`src/rtl/e1_ldm_params.svh`:
```
`ifndef E1_LDM_PARAMS_SVH
`define E1_LDM_PARAMS_SVH

// Register offsets
`define LDM_CFG_ADDR      4'h0
`define LDM_ERR_ADDR      4'h1
`define LDM_LOS_ADDR      4'h2
`define LDM_STAT_ADDR     4'h3
`define LDM_FLAG0_ADDR    4'h4
`define LDM_MASK0_ADDR    4'h5
`define LDM_EDGE_ADDR     4'h6
`define LDM_FLAG2_ADDR    4'h7
`define LDM_MASK2_ADDR    4'h8

// Field positions
`define LDM_HDB3_BIT      0
`define LDM_RXFMT_LSB     1
`define LDM_TXFMT_LSB     3
`define LDM_E1ON_BIT      5
`define LDM_HOLDSEL_BIT   7
`define LDM_INS_BIT       6
`define LDM_STD_BIT       7
`define LDM_THR_LSB       4
`define LDM_CRIT_BIT      7
`define LDM_EDGE_BIT      1
`define LDM_FLAG2_LSB     2

// Reset values
`define LDM_CFG_RST       8'h00
`define LDM_MASK_RST      4'h0

// Counts in bit intervals, marks and channels
`define LDM_AMI_ZERO_LIM  5'h0F
`define LDM_HDB3_ZERO_LIM 5'h03
`define LDM_CLR_ZERO_RUN  5'h10
`define LDM_N_SHORT       32
`define LDM_N_LONG        2048
`define LDM_M_WIN         32
`define LDM_MIN_MARKS     4
`define LDM_CHANNELS      22

`endif

```
`src/rtl/e1_ldm_pkg.sv`:
```
`default_nettype none
package e1_ldm_pkg;

    typedef enum logic [1:0] {
        RX_SINGLE_NRZ, RX_DUAL_NRZ, RX_DUAL_RZ, RX_SLICED
    } rx_fmt_t;

    typedef enum logic [1:0] {
        TX_SINGLE_NRZ, TX_DUAL_NRZ, TX_DUAL_RZ, TX_SPARE
    } tx_fmt_t;

    typedef struct packed {
        logic [6:0]       sync1;
        logic [6:0]       sync2;
        logic [2:0]       clk_d;
        logic             hdb3;
        rx_fmt_t          rx_fmt;
        tx_fmt_t          tx_fmt;
        logic             e1_on;
        logic             hold_sel;
        logic             ins;
        logic             std;
        logic [2:0]       thr;
        logic             crit;
        logic             edge_sel;
        logic [1:0]       mask0;
        logic [1:0]       flag0;
        logic [3:0]       mask2;
        logic [3:0]       flag2;
        logic [7:0]       rdata;
        logic [1:0]       last_pol;
        logic [1:0]       bpv_pol;
        logic [1:0]       bpv_seen;
        logic [1:0][4:0]  zcnt;
        logic [1:0]       absent;
        logic [1:0][11:0] acnt;
        logic [1:0]       win;
        logic [1:0][5:0]  wcnt;
        logic [1:0][5:0]  mcnt;
        logic [4:0]       slot;
        logic             marker;
        logic             ser;
        logic             e1_clk;
        logic             rxd_pos;
        logic             rxd_neg;
        logic             rxd_out;
        logic             rx_clk;
        logic             txo_pol;
        logic             txl_pos;
        logic             txl_neg;
    } state_t;

endpackage : e1_ldm_pkg
`default_nettype wire

```
`src/rtl/e1_line_defect_monitor.sv`:
```
// Added by the designer: the register offsets and the plain strobed port.
`timescale 1ns/10ps
`default_nettype none
`include "e1_ldm_params.svh"

module e1_line_defect_monitor #(
    parameter int ABS_SHORT = `LDM_N_SHORT,
    parameter int ABS_LONG  = `LDM_N_LONG,
    parameter int WIN_LEN   = `LDM_M_WIN
) (
    // Clock, reset, enable
    input  wire logic        i_clk,
    input  wire logic        i_resetn,
    input  wire logic        i_ce,
    // Register port
    input  wire logic [3:0]  i_addr,
    input  wire logic [7:0]  i_wdata,
    input  wire logic        i_wr,
    input  wire logic        i_rd,
    output logic      [7:0]  o_rdata,
    // Receive line pins
    input  wire logic        i_rx_clk,
    input  wire logic        i_rx_pos,
    input  wire logic        i_rx_neg,
    // Front end amplitude flags
    input  wire logic        i_amp_below,
    input  wire logic        i_amp_above,
    output logic      [2:0]  o_amplitude_threshold,
    // Transmit system pins
    input  wire logic        i_tx_clk,
    input  wire logic        i_tx_pos,
    input  wire logic        i_tx_neg,
    output logic             o_tx_line_pos,
    output logic             o_tx_line_neg,
    // Reference clock and other channels
    input  wire logic        i_ref_clock_2m,
    input  wire logic [21:1] i_other_line_absence,
    // Alternate receive source
    input  wire logic        i_alt_active,
    input  wire logic        i_alt_data_pos,
    input  wire logic        i_alt_data_neg,
    input  wire logic        i_alt_clock,
    // Receive system outputs
    output logic             o_rx_data_out,
    output logic             o_rx_data_pos,
    output logic             o_rx_data_neg,
    output logic             o_rx_clock_out,
    // Serial absence indication
    output logic             o_free_run_e1_clock,
    output logic             o_serial_frame_marker,
    output logic             o_serial_frame_marker_oe_n,
    output logic             o_serial_absence_out,
    output logic             o_serial_absence_out_oe_n,
    // Status and interrupt
    output logic             o_line_absence_state,
    output logic             o_sys_absence_state,
    output logic             o_int_n
);

    //--------------------------------------------------------------
    // Local indices and state
    //--------------------------------------------------------------
    localparam int S_RXC = 0;
    localparam int S_RXP = 1;
    localparam int S_RXN = 2;
    localparam int S_TXC = 3;
    localparam int S_TXP = 4;
    localparam int S_TXN = 5;
    localparam int S_REF = 6;
    localparam logic [4:0] LAST_SLOT = 5'(`LDM_CHANNELS - 1);

    e1_ldm_pkg::state_t st_r;
    e1_ldm_pkg::state_t st_nxt;

    logic [1:0] tick;
    logic [1:0] mark;
    logic [1:0] pol;
    logic [1:0] evt_v;
    logic [1:0] evt_z;
    logic [1:0] below;
    logic [1:0] start_ok;
    logic [1:0] chg;
    logic       ref_tick;
    logic       tx_single;
    logic [4:0] zlim;
    logic [11:0] n_lim;
    logic [5:0] mc;
    logic       wsel;
    logic       rsel;
    logic [`LDM_CHANNELS-1:0] all_abs;

    //--------------------------------------------------------------
    // Next-state logic
    //--------------------------------------------------------------
    always_comb
    begin
        st_nxt = st_r;
        // Two-stage capture of pin inputs
        st_nxt.sync1 = {i_ref_clock_2m, i_tx_neg, i_tx_pos, i_tx_clk,
                        i_rx_neg, i_rx_pos, i_rx_clk};
        st_nxt.sync2 = st_r.sync1;
        st_nxt.clk_d = {st_r.sync2[S_REF], st_r.sync2[S_TXC],
                        st_r.sync2[S_RXC]};
        tick[0]  = st_r.sync2[S_RXC] & ~st_r.clk_d[0];
        tick[1]  = st_r.sync2[S_TXC] & ~st_r.clk_d[1];
        ref_tick = st_r.sync2[S_REF] & ~st_r.clk_d[2];
        tx_single = (st_r.tx_fmt == e1_ldm_pkg::TX_SINGLE_NRZ);
        mark[0] = st_r.sync2[S_RXP] | st_r.sync2[S_RXN];
        mark[1] = tx_single ? st_r.sync2[S_TXP]
                            : (st_r.sync2[S_TXP] | st_r.sync2[S_TXN]);
        pol[0]  = st_r.sync2[S_RXN];
        pol[1]  = st_r.sync2[S_TXN];
        evt_v   = 2'h0;
        evt_z   = 2'h0;
        chg     = 2'h0;
        mc      = 6'h00;
        n_lim   = st_r.crit ? 12'(ABS_LONG) : 12'(ABS_SHORT);
        below[0]    = i_amp_below;
        below[1]    = ~mark[1];
        start_ok[0] = mark[0] & i_amp_above;
        start_ok[1] = mark[1];

        // Violation and zero-run monitors per path
        // both paths monitored
        for (int p = 0; p < 2; p++)
        begin
            zlim = (st_r.hdb3 && !(p == 1 && tx_single))
                 ? `LDM_HDB3_ZERO_LIM : `LDM_AMI_ZERO_LIM;
            if (tick[p])
            begin
                if (mark[p])
                begin
                    st_nxt.zcnt[p] = 5'h00;
                    // no violation check in single rail
                    if (!(p == 1 && tx_single))
                    begin
                        if (pol[p] == st_r.last_pol[p])
                        begin
                            if (st_r.hdb3)
                            begin
                                evt_v[p] = st_r.bpv_seen[p] &
                                    (pol[p] == st_r.bpv_pol[p]);
                                st_nxt.bpv_pol[p]  = pol[p];
                                st_nxt.bpv_seen[p] = 1'b1;
                            end
                            else
                            begin
                                evt_v[p] = 1'b1;
                            end
                        end
                        st_nxt.last_pol[p] = pol[p];
                    end
                end
                else
                begin
                    evt_z[p] = (st_r.zcnt[p] == zlim);
                    if (st_r.zcnt[p] != `LDM_CLR_ZERO_RUN)
                        st_nxt.zcnt[p] = st_r.zcnt[p] + 5'h01;
                end
            end
        end

        // Line and system absence detectors
        for (int p = 0; p < 2; p++)
        begin
            // system detector only in dual rail
            if (p == 1 && tx_single)
            begin
                st_nxt.absent[p] = 1'b0;
                st_nxt.acnt[p]   = 12'h000;
                st_nxt.win[p]    = 1'b0;
            end
            else if (tick[p] && !st_r.absent[p])
            begin
                if (below[p])
                begin
                    st_nxt.acnt[p] = st_r.acnt[p] + 12'h001;
                    if (st_r.acnt[p] + 12'h001 >= n_lim)
                    begin
                        st_nxt.absent[p] = 1'b1;
                        st_nxt.acnt[p]   = 12'h000;
                        st_nxt.win[p]    = 1'b0;
                    end
                end
                else
                begin
                    st_nxt.acnt[p] = 12'h000;
                end
            end
            else if (tick[p])
            begin
                // clearing window opens on a mark
                if (!st_r.win[p])
                begin
                    if (start_ok[p])
                    begin
                        st_nxt.win[p]  = 1'b1;
                        st_nxt.wcnt[p] = 6'h01;
                        st_nxt.mcnt[p] = 6'h01;
                    end
                end
                else
                begin
                    mc = st_r.mcnt[p] + {5'h00, mark[p]};
                    st_nxt.wcnt[p] = st_r.wcnt[p] + 6'h01;
                    st_nxt.mcnt[p] = mc;
                    if ((p == 0 && mark[p] && !i_amp_above) ||
                        st_nxt.zcnt[p] == `LDM_CLR_ZERO_RUN)
                    begin
                        st_nxt.win[p] = 1'b0;
                    end
                    else if (st_r.wcnt[p] + 6'h01 == 6'(WIN_LEN))
                    begin
                        st_nxt.win[p] = 1'b0;
                        if (mc >= 6'(`LDM_MIN_MARKS))
                            st_nxt.absent[p] = 1'b0;
                    end
                end
            end
        end

        for (int p = 0; p < 2; p++)
        begin
            chg[p] = st_nxt.absent[p] & (st_r.edge_sel | ~st_r.absent[p]);
            if (st_r.edge_sel)
                chg[p] = st_nxt.absent[p] ^ st_r.absent[p];
        end

        // Register writes, flag clears lose to new events
        wsel = i_wr;
        rsel = i_rd;
        if (wsel)
        begin
            case (i_addr)
                `LDM_CFG_ADDR:
                begin
                    st_nxt.hdb3     = i_wdata[`LDM_HDB3_BIT];
                    st_nxt.rx_fmt   = e1_ldm_pkg::rx_fmt_t'(
                        i_wdata[`LDM_RXFMT_LSB +: 2]);
                    st_nxt.tx_fmt   = e1_ldm_pkg::tx_fmt_t'(
                        i_wdata[`LDM_TXFMT_LSB +: 2]);
                    st_nxt.e1_on    = i_wdata[`LDM_E1ON_BIT];
                    st_nxt.hold_sel = i_wdata[`LDM_HOLDSEL_BIT];
                end
                `LDM_ERR_ADDR:
                begin
                    st_nxt.std = i_wdata[`LDM_STD_BIT];
                end
                `LDM_LOS_ADDR:
                begin
                    st_nxt.thr  = i_wdata[`LDM_THR_LSB +: 3];
                    st_nxt.crit = i_wdata[`LDM_CRIT_BIT];
                end
                `LDM_FLAG0_ADDR: st_nxt.flag0 = st_r.flag0 & ~i_wdata[1:0];
                `LDM_MASK0_ADDR: st_nxt.mask0 = i_wdata[1:0];
                `LDM_EDGE_ADDR:  st_nxt.edge_sel = i_wdata[`LDM_EDGE_BIT];
                `LDM_FLAG2_ADDR: st_nxt.flag2 = st_r.flag2 &
                                     ~i_wdata[`LDM_FLAG2_LSB +: 4];
                `LDM_MASK2_ADDR: st_nxt.mask2 = i_wdata[`LDM_FLAG2_LSB +: 4];
                default: ;
            endcase
        end
        st_nxt.flag0 = st_nxt.flag0 | chg;
        st_nxt.flag2 = st_nxt.flag2 | {evt_v[1], evt_v[0],
                                       evt_z[1], evt_z[0]};

        if (tick[1])
        begin
            st_nxt.txl_pos = st_r.sync2[S_TXP];
            st_nxt.txl_neg = 1'b0;
            if (!tx_single && mark[1])
            begin
                st_nxt.txo_pol = st_r.ins ? st_r.txo_pol : pol[1];
                st_nxt.txl_pos = ~st_nxt.txo_pol;
                st_nxt.txl_neg = st_nxt.txo_pol;
                st_nxt.ins     = 1'b0;
            end
            else if (!tx_single)
            begin
                st_nxt.txl_pos = 1'b0;
            end
        end
        if (wsel && i_addr == `LDM_ERR_ADDR && i_wdata[`LDM_INS_BIT])
            st_nxt.ins = 1'b1;

        // Read data stands one cycle only
        st_nxt.rdata = 8'h00;
        if (rsel)
        begin
            case (i_addr)
                `LDM_CFG_ADDR:   st_nxt.rdata = {st_r.hold_sel, 1'b0,
                                     st_r.e1_on, st_r.tx_fmt, st_r.rx_fmt,
                                     st_r.hdb3};
                `LDM_ERR_ADDR:   st_nxt.rdata = {st_r.std, st_r.ins, 6'h00};
                `LDM_LOS_ADDR:   st_nxt.rdata = {st_r.crit, st_r.thr, 4'h0};
                `LDM_STAT_ADDR:  st_nxt.rdata = {6'h00, st_r.absent};
                `LDM_FLAG0_ADDR: st_nxt.rdata = {6'h00, st_r.flag0};
                `LDM_MASK0_ADDR: st_nxt.rdata = {6'h00, st_r.mask0};
                `LDM_EDGE_ADDR:  st_nxt.rdata = {6'h00, st_r.edge_sel, 1'b0};
                `LDM_FLAG2_ADDR: st_nxt.rdata = {2'h0, st_r.flag2, 2'h0};
                `LDM_MASK2_ADDR: st_nxt.rdata = {2'h0, st_r.mask2, 2'h0};
                default:         st_nxt.rdata = 8'h00;
            endcase
        end

        // serial stream on reference rising edge
        all_abs = {i_other_line_absence, st_r.absent[0]};
        st_nxt.e1_clk = st_r.e1_on & st_r.sync2[S_REF];
        if (ref_tick)
        begin
            st_nxt.slot   = (st_r.slot == LAST_SLOT) ? 5'h00
                                                     : st_r.slot + 5'h01;
            st_nxt.marker = (st_nxt.slot == 5'h00);
            st_nxt.ser    = all_abs[st_nxt.slot];
        end

        if (i_alt_active)
        begin
            st_nxt.rxd_pos = i_alt_data_pos;
            st_nxt.rxd_neg = i_alt_data_neg;
            st_nxt.rxd_out = i_alt_data_pos;
            st_nxt.rx_clk  = i_alt_clock;
        end
        // absence drives data out low, pos/neg low unless sliced; clock high, or reference when hold_sel
        else if (st_r.absent[0])
        begin
            st_nxt.rx_clk  = st_r.hold_sel ? st_r.sync2[S_REF] : 1'b1;
            st_nxt.rxd_out = 1'b0;
            st_nxt.rxd_pos = (st_r.rx_fmt == e1_ldm_pkg::RX_SLICED)
                           ? st_r.sync2[S_RXP] : 1'b0;
            st_nxt.rxd_neg = (st_r.rx_fmt == e1_ldm_pkg::RX_SLICED)
                           ? st_r.sync2[S_RXN] : 1'b0;
        end
        else
        begin
            st_nxt.rx_clk  = st_r.sync2[S_RXC];
            st_nxt.rxd_out = st_r.sync2[S_RXP];
            st_nxt.rxd_pos = st_r.sync2[S_RXP];
            st_nxt.rxd_neg = st_r.sync2[S_RXN];
        end
    end

    //--------------------------------------------------------------
    // State register
    //--------------------------------------------------------------
    always_ff @(posedge i_clk or negedge i_resetn)
    begin
        if (!i_resetn)
        begin
            st_r          <= '0;
            st_r.mask0    <= 2'(`LDM_MASK_RST);
            st_r.mask2    <= `LDM_MASK_RST;
            st_r.last_pol <= 2'h3;
        end
        else if (i_ce)
        begin
            st_r <= st_nxt;
        end
    end

    //--------------------------------------------------------------
    // Outputs
    //--------------------------------------------------------------
    assign o_rdata               = st_r.rdata;
    assign o_amplitude_threshold = st_r.thr;
    assign o_tx_line_pos         = st_r.txl_pos;
    assign o_tx_line_neg         = st_r.txl_neg;
    assign o_rx_data_out         = st_r.rxd_out;
    assign o_rx_data_pos         = st_r.rxd_pos;
    assign o_rx_data_neg         = st_r.rxd_neg;
    assign o_rx_clock_out        = st_r.rx_clk;
    assign o_free_run_e1_clock   = st_r.e1_clk;
    assign o_serial_frame_marker = st_r.marker;
    assign o_serial_absence_out  = st_r.ser;
    // serial pins released while clock off
    assign o_serial_frame_marker_oe_n = ~st_r.e1_on;
    assign o_serial_absence_out_oe_n  = ~st_r.e1_on;
    assign o_line_absence_state  = st_r.absent[0];
    assign o_sys_absence_state   = st_r.absent[1];
    assign o_int_n = ~(|(st_r.flag0 & ~st_r.mask0) |
                       |(st_r.flag2 & ~st_r.mask2));

    //--------------------------------------------------------------
    // Checks
    //--------------------------------------------------------------
    // unmasked flag drives interrupt
    int_level_a: assert property (@(posedge i_clk) disable iff (!i_resetn)
        (st_r.flag2[2] && !st_r.mask2[2]) |-> !o_int_n)
        else $error("unmasked flag without interrupt");
    rx_viol_a: assert property (@(posedge i_clk) disable iff (!i_resetn)
        (i_ce && evt_v[0]) |=> st_r.flag2[2])
        else $error("receive violation not flagged");
    // zero run flagged at the limit
    rx_zero_a: assert property (@(posedge i_clk) disable iff (!i_resetn)
        (i_ce && evt_z[0] && !st_r.hdb3) |->
        st_r.zcnt[0] == `LDM_AMI_ZERO_LIM ##1 st_r.flag2[0])
        else $error("zero run flag wrong");
    // no transmit violation in single rail
    tx_single_a: assert property (@(posedge i_clk) disable iff (!i_resetn)
        tx_single |-> !evt_v[1])
        else $error("transmit violation in single rail");
    ins_done_a: assert property (@(posedge i_clk) disable iff (!i_resetn)
        (i_ce && st_r.ins && tick[1] && mark[1] && !tx_single && !i_wr)
        |=> !st_r.ins && o_tx_line_neg == $past(st_r.txo_pol))
        else $error("violation not inserted");
    ser_hiz_a: assert property (@(posedge i_clk) disable iff (!i_resetn)
        !st_r.e1_on |-> o_serial_frame_marker_oe_n &&
        o_serial_absence_out_oe_n)
        else $error("serial pins driven while off");
    loss_low_a: assert property (@(posedge i_clk) disable iff (!i_resetn)
        (i_ce && st_r.absent[0] && !i_alt_active &&
         st_r.rx_fmt != e1_ldm_pkg::RX_SLICED) |=> !o_rx_data_pos &&
        !o_rx_data_neg && !o_rx_data_out)
        else $error("receive data not low in absence");
    sys_gate_a: assert property (@(posedge i_clk) disable iff (!i_resetn)
        (i_ce && tx_single) |=> !st_r.absent[1])
        else $error("system absence in single rail");
    line_flag_a: assert property (@(posedge i_clk) disable iff (!i_resetn)
        $rose(st_r.absent[0]) |-> st_r.flag0[0])
        else $error("line absence not flagged");
    marker_a: assert property (@(posedge i_clk) disable iff (!i_resetn)
        (i_ce && ref_tick && st_r.marker) |=> !o_serial_frame_marker)
        else $error("marker longer than one slot");

endmodule : e1_line_defect_monitor

`default_nettype wire

```
`config.mk`:
```
export PLATFORM = sky130hd
export DESIGN_NAME = e1_line_defect_monitor
export DESIGN_NICKNAME = d
export VERILOG_FILES = /design/src/rtl/e1_ldm_pkg.sv /design/src/rtl/e1_line_defect_monitor.sv
export VERILOG_INCLUDE_DIRS = /design/src /design/src/rtl
export SDC_FILE = /design/constraint.sdc
export NUM_CORES = 1
export LEC_CHECK = 0
export BUFFER_PORTS_ARGS = -buffer_cell sky130_fd_sc_hd__buf_2
export CORE_MARGIN = 1.5
export CORE_UTILIZATION = 50
export DETAILED_ROUTE_END_ITERATION = 8
export PLACE_DENSITY_LB_ADDON = 0.12
export SYNTH_ARGS = -nofsm -noshare
export SYNTH_HDL_FRONTEND = slang
export SYNTH_SLANG_ARGS = --single-unit
```
`constraint.sdc`:
```
create_clock -name i_clk -period 3.6 [get_ports i_clk]
set_clock_uncertainty 0.1 [all_clocks]
set_input_delay 0.72 -clock i_clk [delete_from_list [all_inputs] [get_ports i_clk]]
set_output_delay 0.72 -clock i_clk [all_outputs]
set_load 0.01 [all_outputs]
```
=== Word-level counts from Yosys, hierarchy flattened ===
Cells that the tools add are included.

* Bits in registers: 134
* Input port bits: 51
* Output and inout bits: 25
* Word-level logic and storage cells: 259

* Add/subtract/negate cells: 9
* Order comparisons: 5
* Eq/ne operators: 26
* Mux-type cells: 92
* Bitwise gates (word level): 37
* Reduce and logical (&&, ||, !) cells: 44

{| class="wikitable"
|+ Operator list
! cell !! count
|-
| $mux 12 || 7
|-
| $pmux 8 s9 || 1
|-
| $mux 1 || 61
|-
| $mux 6 || 6
|-
| $mux 5 || 7
|-
| $reduce_and 3->1 || 9
|-
| $add 12x1->12 const B || 2
|-
| $ge 12x12->1 || 2
|-
| $mux 4 || 6
|-
| $eq 4x3->1 const B || 4
|-
| $reduce_and 4->1 || 4
|-
| $add 5x1->5 const B || 3
|-
| $eq 5x5->1 const B || 3
|-
| $add 6x1->6 || 2
|-
| $add 6x1->6 const B || 2
|-
| $eq 6x6->1 const B || 2
|-
| $ge 6x3->1 const B || 2
|-
| $reduce_bool 2->1 || 6
|-
| $not 1->1 || 11
|-
| $eq 5x4->1 || 2
|-
| $mux 10 || 1
|-
| $ne 5x5->1 const B || 2
|-
| $reduce_and 5->1 || 2
|-
| $and 1x1->1 || 9
|-
| other kinds (32) || 57
|}

=== Depth between registers and ports, before layout ===
Gate-level depths: netlist of run 1.

* Depth after elaboration: 14
* Mapped depth: 13
* Mapped depth without buffers: 11

=== Worst setup path before layout of run 1 ===
No wires, ideal clock.

* Path kind: register to register
* From: register st_r[55] (netlist name)
* To: register st_r[60] (netlist name)
* Arrival: 2621 ps
* Required time: 3435 ps
* Setup slack: 813 ps
* Cell stages (with the launch flop): 13
* Period minus slack after synthesis: 2787 ps
* Cell sequence: dfrtp_1 -> clkbuf_1 -> and4_1 -> nand4_1 -> o21a_1 -> or2_2 -> ha_1 -> nor2b_1 -> nand4b_1 -> a211oi_1 -> buf_2 -> o221ai_1 -> nand2_1

* Longest elaborated chain between the ends: 6

{| class="wikitable"
|+ RTL lines
! what !! RTL line !! RTL
|-
| start, declared || e1_line_defect_monitor.sv:72 || <nowiki>e1_ldm_pkg::state_t st_r;</nowiki>
|-
| start signal, assigned || e1_line_defect_monitor.sv:357 || <nowiki>st_r <= st_nxt;</nowiki>
|-
| $add 12x1->12 * || e1_line_defect_monitor.sv:177, e1_line_defect_monitor.sv:178 ||
|-
| $ge 12x12->1 || e1_line_defect_monitor.sv:178 || <nowiki>if (st_r.acnt[p] + 12'h001 >= n_lim)</nowiki>
|-
| $mux 12 * || e1_line_defect_monitor.sv:178 ||
|-
| $mux 12 * || e1_line_defect_monitor.sv:175 || <nowiki>if (below[p])</nowiki>
|-
| $mux 12 * || e1_line_defect_monitor.sv:173 || <nowiki>else if (tick[p] && !st_r.absent[p])</nowiki>
|-
| $mux 12 * || e1_line_defect_monitor.sv:167 || <nowiki>if (p == 1 && tx_single)</nowiki>
|}

Mark *: on every way between the ends. The rest lies on a longest branch, timed or not. The select of a mux whose other input is x is not followed.
A chain may end at the register's enable or synchronous reset.

=== Worst setup path in the final report of run 1 ===
* From: register st_r[43] (netlist name)
* To: register st_r[41] (netlist name)

* Longest elaborated chain between the ends: 4

{| class="wikitable"
|+ RTL lines
! what !! RTL line
|-
| $add 12x1->12 || e1_line_defect_monitor.sv:178
|-
| $ge 12x12->1 || e1_line_defect_monitor.sv:178
|-
| $mux 12 || e1_line_defect_monitor.sv:178
|-
| $mux 12 || e1_line_defect_monitor.sv:175
|}

Every way passes these cells.

==> flow_summary.json, run 1 <==
{
  "viasPerCell": 5.82,
  "finalPower_mw": 5.12,
  "ant_nets": 0,
  "power_density_nw_per_um2": 561,
  "nets": 1020,
  "async_flop_share_pct": 100,
  "dpl_cell_area_sq_um": 8540,
  "die_w_um": 130,
  "drive_above_1_share_pct": 18.1,
  "r2r_slack_ns": 0.59,
  "setup_violations": 0,
  "root_buffer": "clkbuf_16",
  "postCtsSetupRepairBufs": 0,
  "grt_pass1_vias": 6555,
  "p_leak_nw": 4.09,
  "critPathCaptureType": "flip-flop",
  "antenna_found_initial": 0,
  "core_area_sq_um": 15800,
  "clock_sinks": 134,
  "ir_worst_vdd_v": 0.000375,
  "clock_path_buffers": 2,
  "synth_seq_cells": 134,
  "diodes": 0,
  "htree_levels": 4,
  "critPathArrivalTime_ns": 3.28,
  "fin_ws_ns": 0.589,
  "numCtsBuffers": 17,
  "syn_inst": 900,
  "relSlewSlack_pct": 46.3,
  "rows": 46,
  "ctsHoldBuffers": 0,
  "regArea_sq_um": 3360,
  "slew_violations": 0,
  "post-route-util_pct": 57.7,
  "syn_to_final_growth_pct": 13.3,
  "syn_avg_cell_area_sq_um": 8.95,
  "initial_core_util_pct": 50.9,
  "cp_slowest_cell": "nor2_1",
  "tritoncts": "built",
  "yosysSeqAreaShare_pct": 41.7,
  "critical-path-top-delay-family": "simple AND/OR/NAND/NOR gates",
  "hold_viol_final": 0,
  "crit_type": "flip-flop to flip-flop",
  "place.gp.congestion": 0.849,
  "routed_wl_mm": 19.4,
  "period_needed_ns": 3.01,
  "fin_crit_sh_pct": 83.6,
  "reg2reg_depth": 10,
  "r2r-end": "st_r[41]",
  "startpoint_type": "flip-flop",
  "grt-ovfl-total": 0,
  "grt_max_degree": 88,
  "clk_pin_slew_worst_paths_ns": 0.06,
  "ys.flop_type": "dfrtp_1",
  "slowest_delay_ns": 0.52,
  "grtUsageTotal_pct": 24.5,
  "status": "completed",
  "multi_input_area_sq_um": 4310,
  "drt_iter0_drc": 577,
  "crit_fanout": 8,
  "fp.dieH_um": 130,
  "startpoint": "st_r[43]",
  "place_worst_setup_slack_ns": 0.645,
  "crit_path_end": "st_r[41]",
  "fmax_ghz": 0.332,
  "detail_route.first_pass.iterations": 7,
  "synth_edf_count": 0,
  "min_path_type": "input port to async pin",
  "yosys_warnings": 0,
  "rsz0062_at_grt": "false",
  "ios": 76,
  "synth_cell_type_count": 76,
  "synth_nets": 971,
  "cp_cell_sequence": "and3_1, nand3_1, xor2_1, ha_1, nand2_1, nor3_1, a21oi_1, a41oi_2, nor2_1, mux2_2",
  "vias": 6860,
  "timing.rr.start": "st_r[43]",
  "worstMarginPinSlew_ns": 0.805,
  "drt-wirelength-per-cell_um": 16.5,
  "port_buffers": 75,
  "netlist_area_sq_um": 8060,
  "grt_first_pass_wirelength_mm": 32.4,
  "path_depth": 10,
  "die-area_sq_um": 16900,
  "path_buf_inv": 0,
  "required_ns": 3.87,
  "nFillCells": 1432,
  "cts_resized": 0,
  "drc": 0,
  "dp_hpwl_mm": 13.7,
  "setup_tns_ns": 0,
  "maxCapViolCount": 0,
  "stdcell_area_sq_um": 9130,
  "clock_latency_ns": 0.43
}
-- worst min path at each step --
| stage | from | end | cells past startpoint |
|---|---|---|---|
| after CTS | i_resetn | st_r[36] | 1 |
| final | i_resetn | st_r[36] | 1 |
| after global placement | st_nxt[125] | pol[1] | 2 |
| after global routing | i_resetn | st_r[36] | 1 |
| after detailed placement | st_r[77] | st_r[77] | 2 |
| after floorplan | i_resetn | o_amplitude_threshold[0] | 0 |
-- cells in the mapped netlist (all sizes together), types with 3 or more instances --
master   count  area share, %
a311oi       3           0.33
nor2        52            2.5
inv         31            1.4
o2bb2ai      9           0.98
nor3        24            1.5
xnor2        4           0.43
a41oi        4           0.53
o221ai      11            1.2
and2        15            1.2
nand4       11           0.85
and4         3           0.33
a21o         9           0.85
or2          5           0.39
o21bai       4           0.37
mux2        37            5.2
nor3b        5           0.47
o22ai        5           0.39
nand3b       6           0.56
buf         23            1.8
nor4         6           0.47
o21a         6           0.56
nand4b       3           0.33
a21oi       38            2.5
o21ai       71            4.4
a211oi       8           0.75
a31oi       10           0.78
a21bo        3           0.37
mux2i       12            1.5
nor2b       23            1.8
o211ai       5           0.47
xor2         6           0.65
or3          7           0.54
a22o        17            1.8
clkbuf      35            1.6
and3        10           0.78
nand2b       8           0.62
dfrtp      132             41
nand2      125            5.8
o41ai        5           0.54
a221oi       5           0.54
nand3       44            2.7
ha          20            3.1
o31ai       11            1.0
-- placed cells by master, fill, tap and decap left out, drive strengths merged, types with 9 or more instances in the layout --
cell type,instances
dfrtp,132
o21ai,71
nand3,44
a31oi,10
mux2i,12
and3,10
ha,20
mux2,37
nand2,125
a22o,17
o31ai,11
o221ai,11
o2bb2ai,9
and2,15
inv,33
clkbuf,22
nand4,11
buf,88
nor3,24
nor2,52
a21oi,38
nor2b,23
a21o,9
-- routing by layer --
layer	up-vias	share of wire, %	global-route usage (%)
li1	3379	-	-
met1	3281	47	31.7
met2	180	47	40.3
met3	20	4.9	5.90
met4	0	1.4	8.30
met5	-	0	0
-- registers in the layout, summed over array words and instances, names as in the netlist --
name	count
pol	2
st_nxt	10
o_free_run_e1_clock	1
o_tx_line_neg	1
o_rdata	8
o_rx_data_out	1
o_serial_frame_marker	1
o_rx_clock_out	1
o_serial_absence_out	1
o_rx_data_pos	1
o_rx_data_neg	1
o_tx_line_pos	1
o_line_absence_state	1
o_sys_absence_state	1
o_amplitude_threshold	3
st_r	100
-- power breakdown --
part	switching (mW)	leakage, nW	internal [mW]	total, mW
clock network	0.682	0.281	1.06	1.74
registers	0.322	1.75	1.74	2.06
logic	0.732	2.06	0.589	1.32
total	1.74	4.09	3.39	5.12
-- metrics by stage --
step / std cells / hold slack, ns
after floorplan: 900 / 0.324
after global placement: 1146 / 0.366
after detailed placement: 1146 / 0.370
after CTS: 1178 / 0.286
after global routing: 1178 / 0.321
final: 1178 / 0.254
-- cell families (layout without fill, tap and decap cells) --
family | after synthesis | after routing | synth area share [%]
compound gates | 242 | 242 | 20.6
xor+xnor | 10 | 10 | 1.09
fa+ha+maj | 20 | 20 | 3.11
buf+inv | 89 | 151 | 4.85
flops | 134 | 134 | 41.7
mux | 50 | 50 | 6.94
simple gates | 355 | 355 | 21.8
-- area by class of cell --
cell class / instances / area share, %
Multi-Input combinational cell: 677 / 47.2
Clock inverter: 10 / 1.32
Tap cell: 216 / 2.96
Clock buffer: 22 / 5.08
Inverter: 31 / 1.27
Timing Repair Buffer: 88 / 5.39
Sequential cell: 134 / 36.8
(Power assumes the default switching activity.)
==> run 2, diff against run 1 <==
ABC_AREA = 1   (was unset)
clock period = 2.55 ns   (was 3.6 ns; I/O delays follow)
==> flow_summary.json, run 2 <==
{
  "grt_pass1_vias": 5730,
  "power_density_nw_per_um2": 903,
  "yosys_warnings": 0,
  "die_w_um": 124,
  "synth_edf_count": 0,
  "grt_max_degree": 49,
  "htree_levels": 4,
  "critical-path-top-delay-family": "simple AND/OR/NAND/NOR gates",
  "setup_tns_ns": 0,
  "synth_largest_area_cell": "dfrtp_1",
  "power_switching_mw": 2.65,
  "final_cell_mix": "nand2_1 (220), dfrtp_1 (130), inv_1 (111), o21ai_0 (80), buf_2 (74)",
  "drt_iter0_drc": 358,
  "cp_cell_sequence": "nand3_2, nor3_4, nand3_2, nor4b_4, xor2_1, inv_1, ha_4, a21oi_4, nand2_4, mux2i_1",
  "critPathArrivalTime_ns": 2.61,
  "dp_hpwl_mm": 12.8,
  "largest_reg_flops": 100,
  "final_common_cell": "nand2_1",
  "diodes": 0,
  "drc": 0,
  "clock_sinks": 134,
  "crit_type": "flip-flop to flip-flop",
  "initial_core_util_pct": 50.7,
  "setup_violations": 0,
  "nFillCells": 1270,
  "p_leak_nw": 4.34,
  "maxCapViolCount": 0,
  "synth_cell_type_count": 51,
  "ios": 76,
  "crit_top_cell": "nand3_2",
  "clock_path_buffers": 2,
  "detail_route.first_pass.iterations": 6,
  "syn_inst": 909,
  "synthTopCellsByArea": "dfrtp_1 (45%), nand2_1 (11%), inv_1 (5.7%)",
  "clk_pin_slew_worst_paths_ns": 0.06,
  "synthTopCellsByCount": "nand2_1 (221), dfrtp_1 (132), inv_1 (111), o21ai_0 (81), nor2_1 (67)",
  "place.gp.congestion": 0.884,
  "fin_crit_sh_pct": 92.6,
  "crit_fanout": 8,
  "cp_slowest_cell": "dfrtp_1",
  "viasPerCell": 5.20,
  "stdcell_area_sq_um": 8760,
  "core_area_sq_um": 14400,
  "hold_viol_final": 0,
  "rows": 44,
  "startpoint_type": "flip-flop",
  "share_seq_of_total_power_pct": 38.3,
  "grt_first_pass_wirelength_mm": 28.0,
  "fp.dieH_um": 124,
  "drive_above_1_share_pct": 18.1,
  "largest-register": "st_r",
  "worstMarginPinSlew_ns": 0.596,
  "syn_to_final_growth_pct": 19.8,
  "ant_nets": 0,
  "grt-ovfl-total": 0,
  "period_needed_ns": 2.36,
  "status": "completed",
  "finalPower_mw": 7.91,
  "yosysSeqAreaShare_pct": 45.9,
  "slew_violations": 0,
  "synth_seq_cells": 134,
  "ys.flop_type": "dfrtp_1",
  "min_path_type": "input port to flip-flop",
  "post-synth-top-count-cell": "nand2_1",
  "critPathCaptureType": "flip-flop",
  "slowest_delay_ns": 0.42,
  "synth.top_cell.area_share_pct": 45.1,
  "numCtsBuffers": 17,
  "die-area_sq_um": 15400,
  "drt-wirelength-per-cell_um": 14.4,
  "syn_avg_cell_area_sq_um": 8.05,
  "routed_wl_mm": 17.4,
  "grtUsageTotal_pct": 24.0,
  "tritoncts": "built",
  "fmax_ghz": 0.424,
  "ir_worst_vdd_v": 0.000547,
  "antenna_found_initial": 0,
  "nets": 1079,
  "clkPwrFrac_pct": 34.6,
  "synth_nets": 980,
  "p_int_mw": 5.25,
  "port_buffers": 75,
  "clock_latency_ns": 0.43,
  "relSlewSlack_pct": 60.3,
  "netlist_area_sq_um": 7320,
  "p_comb_share_pct": 27.1,
  "root_buffer": "clkbuf_16",
  "dpl_cell_area_sq_um": 7980,
  "vias": 6260,
  "required_ns": 2.80,
  "p_sw_share_pct": 33.6,
  "path_buf_inv": 1,
  "async_flop_share_pct": 100
}
-- run 2: cell type report --
class / instances / area [sq um] / area share [%]
multi-input combinational: 628 / 3430 / 39.1
sequential: 134 / 3360 / 38.3
timing repair buffer: 104 / 614 / 7.01
clock buffer: 20 / 467 / 5.33
inverter: 123 / 464 / 5.30
tap: 184 / 230 / 2.63
clock inverter: 12 / 199 / 2.27
-- run 2: tightest hold or removal path, stage by stage --
cell and delay (ns):
buf_2 0.07, nand2_1 0.04, nand2_1 0.05
-- run 2: per-layer routing --
metal	up-vias	track usage [%]	part of all wire, %
met3	15	4.81	4.2
li1	3194	-	-
met2	136	37.6	47
met1	2915	33.7	48
met5	-	0	0
met4	0	7.60	1.5
-- run 2: cells by family after synthesis --
family,after synthesis,share of synthesized area [%]
and+or+nand+nor,395,23.4
AOI/OAI and AO/OA,174,14.4
buffers and inverters,147,8.24
DFF,134,45.9
xor gates and xnor gates,37,4.43
adders and majority gates,20,3.42
muxes,2,0.291
-- run 2: power by group through the flow --
| stage | sequential [mW] | clock, mW | combinational [mW] |
|---|---|---|---|
| 5_1_grt | 3.10 | 2.89 | 2.46 |
| 3_5_place_dp | 3.05 | 0 | 2.09 |
| 6_report | 3.03 | 2.74 | 2.14 |
| 3_3_place_gp | 3.05 | 0 | 2.05 |
| 2_1_floorplan | 2.93 | 0 | 1.55 |
| 4_1_cts | 3.02 | 2.78 | 2.10 |
-- run 2: repair_timing --
action / 4_1_cts / 5_1_grt
gates resized for setup: 0 / 15
setup buffers: 0 / 4
endpoints found under the hold margin: 43 / 0
hold buffers: 1 / 0
setup endpoints to repair: 0 / 13
-- run 2: final timing paths --
kind	from	to	slack (ns)	cells after the start
max	st_r[41]	st_r[41]	0.19	10
min	i_rx_pos	st_nxt[121]	0.18	3
max reg2reg	st_r[41]	st_r[41]	0.19	10
min reg2reg	st_r[77]	st_r[77]	0.35	2
max in group asynchronous	i_resetn	st_r[81]	1.20	3
min in group asynchronous	i_resetn	st_r[48]	0.49	2
-- run 2: metrics by stage --
step	cells	worst slack, ns	utilization, %	hold WS [ns]
2_1_floorplan	909	0.254	-	0.114
3_3_place_gp	1168	0.129	55.3	0.333
3_5_place_dp	1168	0.0827	55.3	0.339
4_1_cts	1201	0.0591	60.0	0.167
5_1_grt	1205	-0.0302	60.7	0.179
6_report	1205	0.189	60.7	0.178
==> run 3, diff against run 2 <==
BUFFER_PORTS_ARGS = unset   (was -buffer_cell sky130_fd_sc_hd__buf_2)
DONT_BUFFER_PORTS = 1   (was unset)
==> flow_summary.json, run 3 (synthesis gave the netlist of run 2 again) <==
{
  "htree_levels": 4,
  "startpoint_type": "flip-flop",
  "grt-ovfl-total": 0,
  "violations": "negative hold slack",
  "drc": 0,
  "root_buffer": "clkbuf_16",
  "critPathCaptureType": "flip-flop",
  "crit_fanout": 8,
  "hold_slack_ns": -0.317,
  "worstMarginPinSlew_ns": 0.530,
  "final_cell_mix": "nand2_1 (219), dfrtp_1 (129), inv_1 (111), o21ai_0 (80), nor2_1 (66)",
  "drt-wirelength-per-cell_um": 15.6,
  "detail_route.first_pass.iterations": 5,
  "post-route-util_pct": 57.7,
  "syn_to_final_growth_pct": 13.7,
  "core_area_sq_um": 14400,
  "place.gp.congestion": 0.934,
  "critPathArrivalTime_ns": 2.69,
  "largest-register": "st_r",
  "dpl_cell_area_sq_um": 7510,
  "power_density_nw_per_um2": 925,
  "final_common_cell": "nand2_1",
  "hold_viol_final": 134,
  "setup_violations": 0,
  "nets": 1005,
  "fp.dieH_um": 124,
  "dp_hpwl_mm": 12.4,
  "port_buffers": 0,
  "grt_max_degree": 135,
  "clock_path_buffers": 2,
  "status": "complete, but fails checks",
  "grtUsageTotal_pct": 23.8,
  "p_int_mw": 5.03,
  "antenna_found_initial": 0,
  "clock_latency_ns": 0.42,
  "vias": 6192,
  "clock_sinks": 134,
  "ir_worst_vdd_v": 0.000558,
  "min_path_type": "input port to async pin",
  "drive_above_1_share_pct": 12.0,
  "fin_ws_ns": 0.0979,
  "ios": 76,
  "startpoint": "st_r[42]",
  "timing.rr.start": "st_r[42]",
  "finalPower_mw": 7.70,
  "drt_iter0_drc": 527,
  "maxCapViolCount": 0,
  "nFillCells": 1346,
  "power_switching_mw": 2.67,
  "clk_pin_slew_worst_paths_ns": 0.06,
  "fmax_ghz": 0.408,
  "slew_violations": 0,
  "grt_first_pass_wirelength_mm": 28.3,
  "routed_wl_mm": 17.6,
  "required_ns": 2.79,
  "viasPerCell": 5.47,
  "largest_reg_flops": 100,
  "share_seq_of_total_power_pct": 39.3,
  "ant_nets": 0,
  "fin_crit_sh_pct": 96.2,
  "p_sw_share_pct": 34.7,
  "diodes": 0,
  "p_comb_share_pct": 27.5,
  "crit_type": "flip-flop to flip-flop",
  "rows": 44,
  "stdcell_area_sq_um": 8320,
  "tritoncts": "built",
  "setup_tns_ns": 0,
  "numCtsBuffers": 17,
  "p_leak_nw": 3.96,
  "initial_core_util_pct": 50.7,
  "clkPwrFrac_pct": 33.2,
  "die_w_um": 124,
  "relSlewSlack_pct": 64.6,
  "place_worst_setup_slack_ns": 0.0219,
  "grt_pass1_vias": 5961,
  "die-area_sq_um": 15400,
  "period_needed_ns": 2.45
}
run 3: cell types whose count changed in the layout (fill, tap and decap cells not counted), moves of 2 or more:
cell / delta
clkbuf_8: -2
clkinv_2: -2
inv_6: +4
clkinvlp_4: +2
bufinv_16: -2
ha_1: -2
buf_4: +3
buf_2: -74
run 3: critical path, cell delays in order (launching register included):
cell,delay [ns]
dfrtp_1,0.39
nand3_2,0.11
nor3_4,0.31
xor2_2,0.18
ha_1,0.25
nand2_1,0.07
nor2_1,0.05
nand3_1,0.09
nand3_1,0.10
nor2_2,0.13
nand2_2,0.09
a21oi_4,0.21
nand2_4,0.11
mux2i_1,0.17
run 3: timing repair:
item,CTS,global route
setup endpoints to repair,1,20
pin swaps,0,13
buffers inserted,0,16
endpoints found under the hold margin,134,134
gates resized for setup,1,16
run 3: worst paths after layout:
kind,end,slack [ns],cells after the start
setup / recovery,st_r[41],0.1,13
hold / removal,st_r[59],-0.32,0
setup reg to reg,st_r[41],0.1,13
hold reg to reg,st_r[77],0.36,2
max in group asynchronous,st_r[82],2.40,0
min in group i_clk,st_r[67],0.09,1
run 3: final cells by class:
cell class | instances | area (sq um) | area share [%]
flip-flops and latches | 134 | 3360 | 40.4
multi-input cells | 628 | 3430 | 41.2
well taps | 184 | 230 | 2.77
repair buffers | 30 | 225 | 2.71
clock buffers | 19 | 443 | 5.32
inverters | 123 | 464 | 5.58
clock inverters | 13 | 170 | 2.04
run 3: metrics by stage:
step	instances	hold WS [ns]
after global routing	1131	-0.335
after detailed placement	1083	0.120
final	1131	-0.317
after global placement	1083	0.121
after CTS	1115	-0.335
after floorplan	909	0.114
run 3: power groups by stage:
stage	clock, mW	sequential [mW]	combinational [mW]
4_1_cts	2.60	3.02	1.98
6_report	2.55	3.03	2.12
3_5_place_dp	0	3.05	1.97
5_1_grt	2.69	3.09	2.41
2_1_floorplan	0	2.93	1.55
3_3_place_gp	0	3.03	1.91
run 3: per-layer routing:
layer | vias to the layer above | track usage, % | wire length [um]
met1 | 2954 | 31.4 | 7980
met4 | 0 | 7.46 | 179
met5 | - | 0 | 0
met2 | 176 | 38.3 | 8520
met3 | 18 | 6.41 | 969
li1 | 3044 | - | -
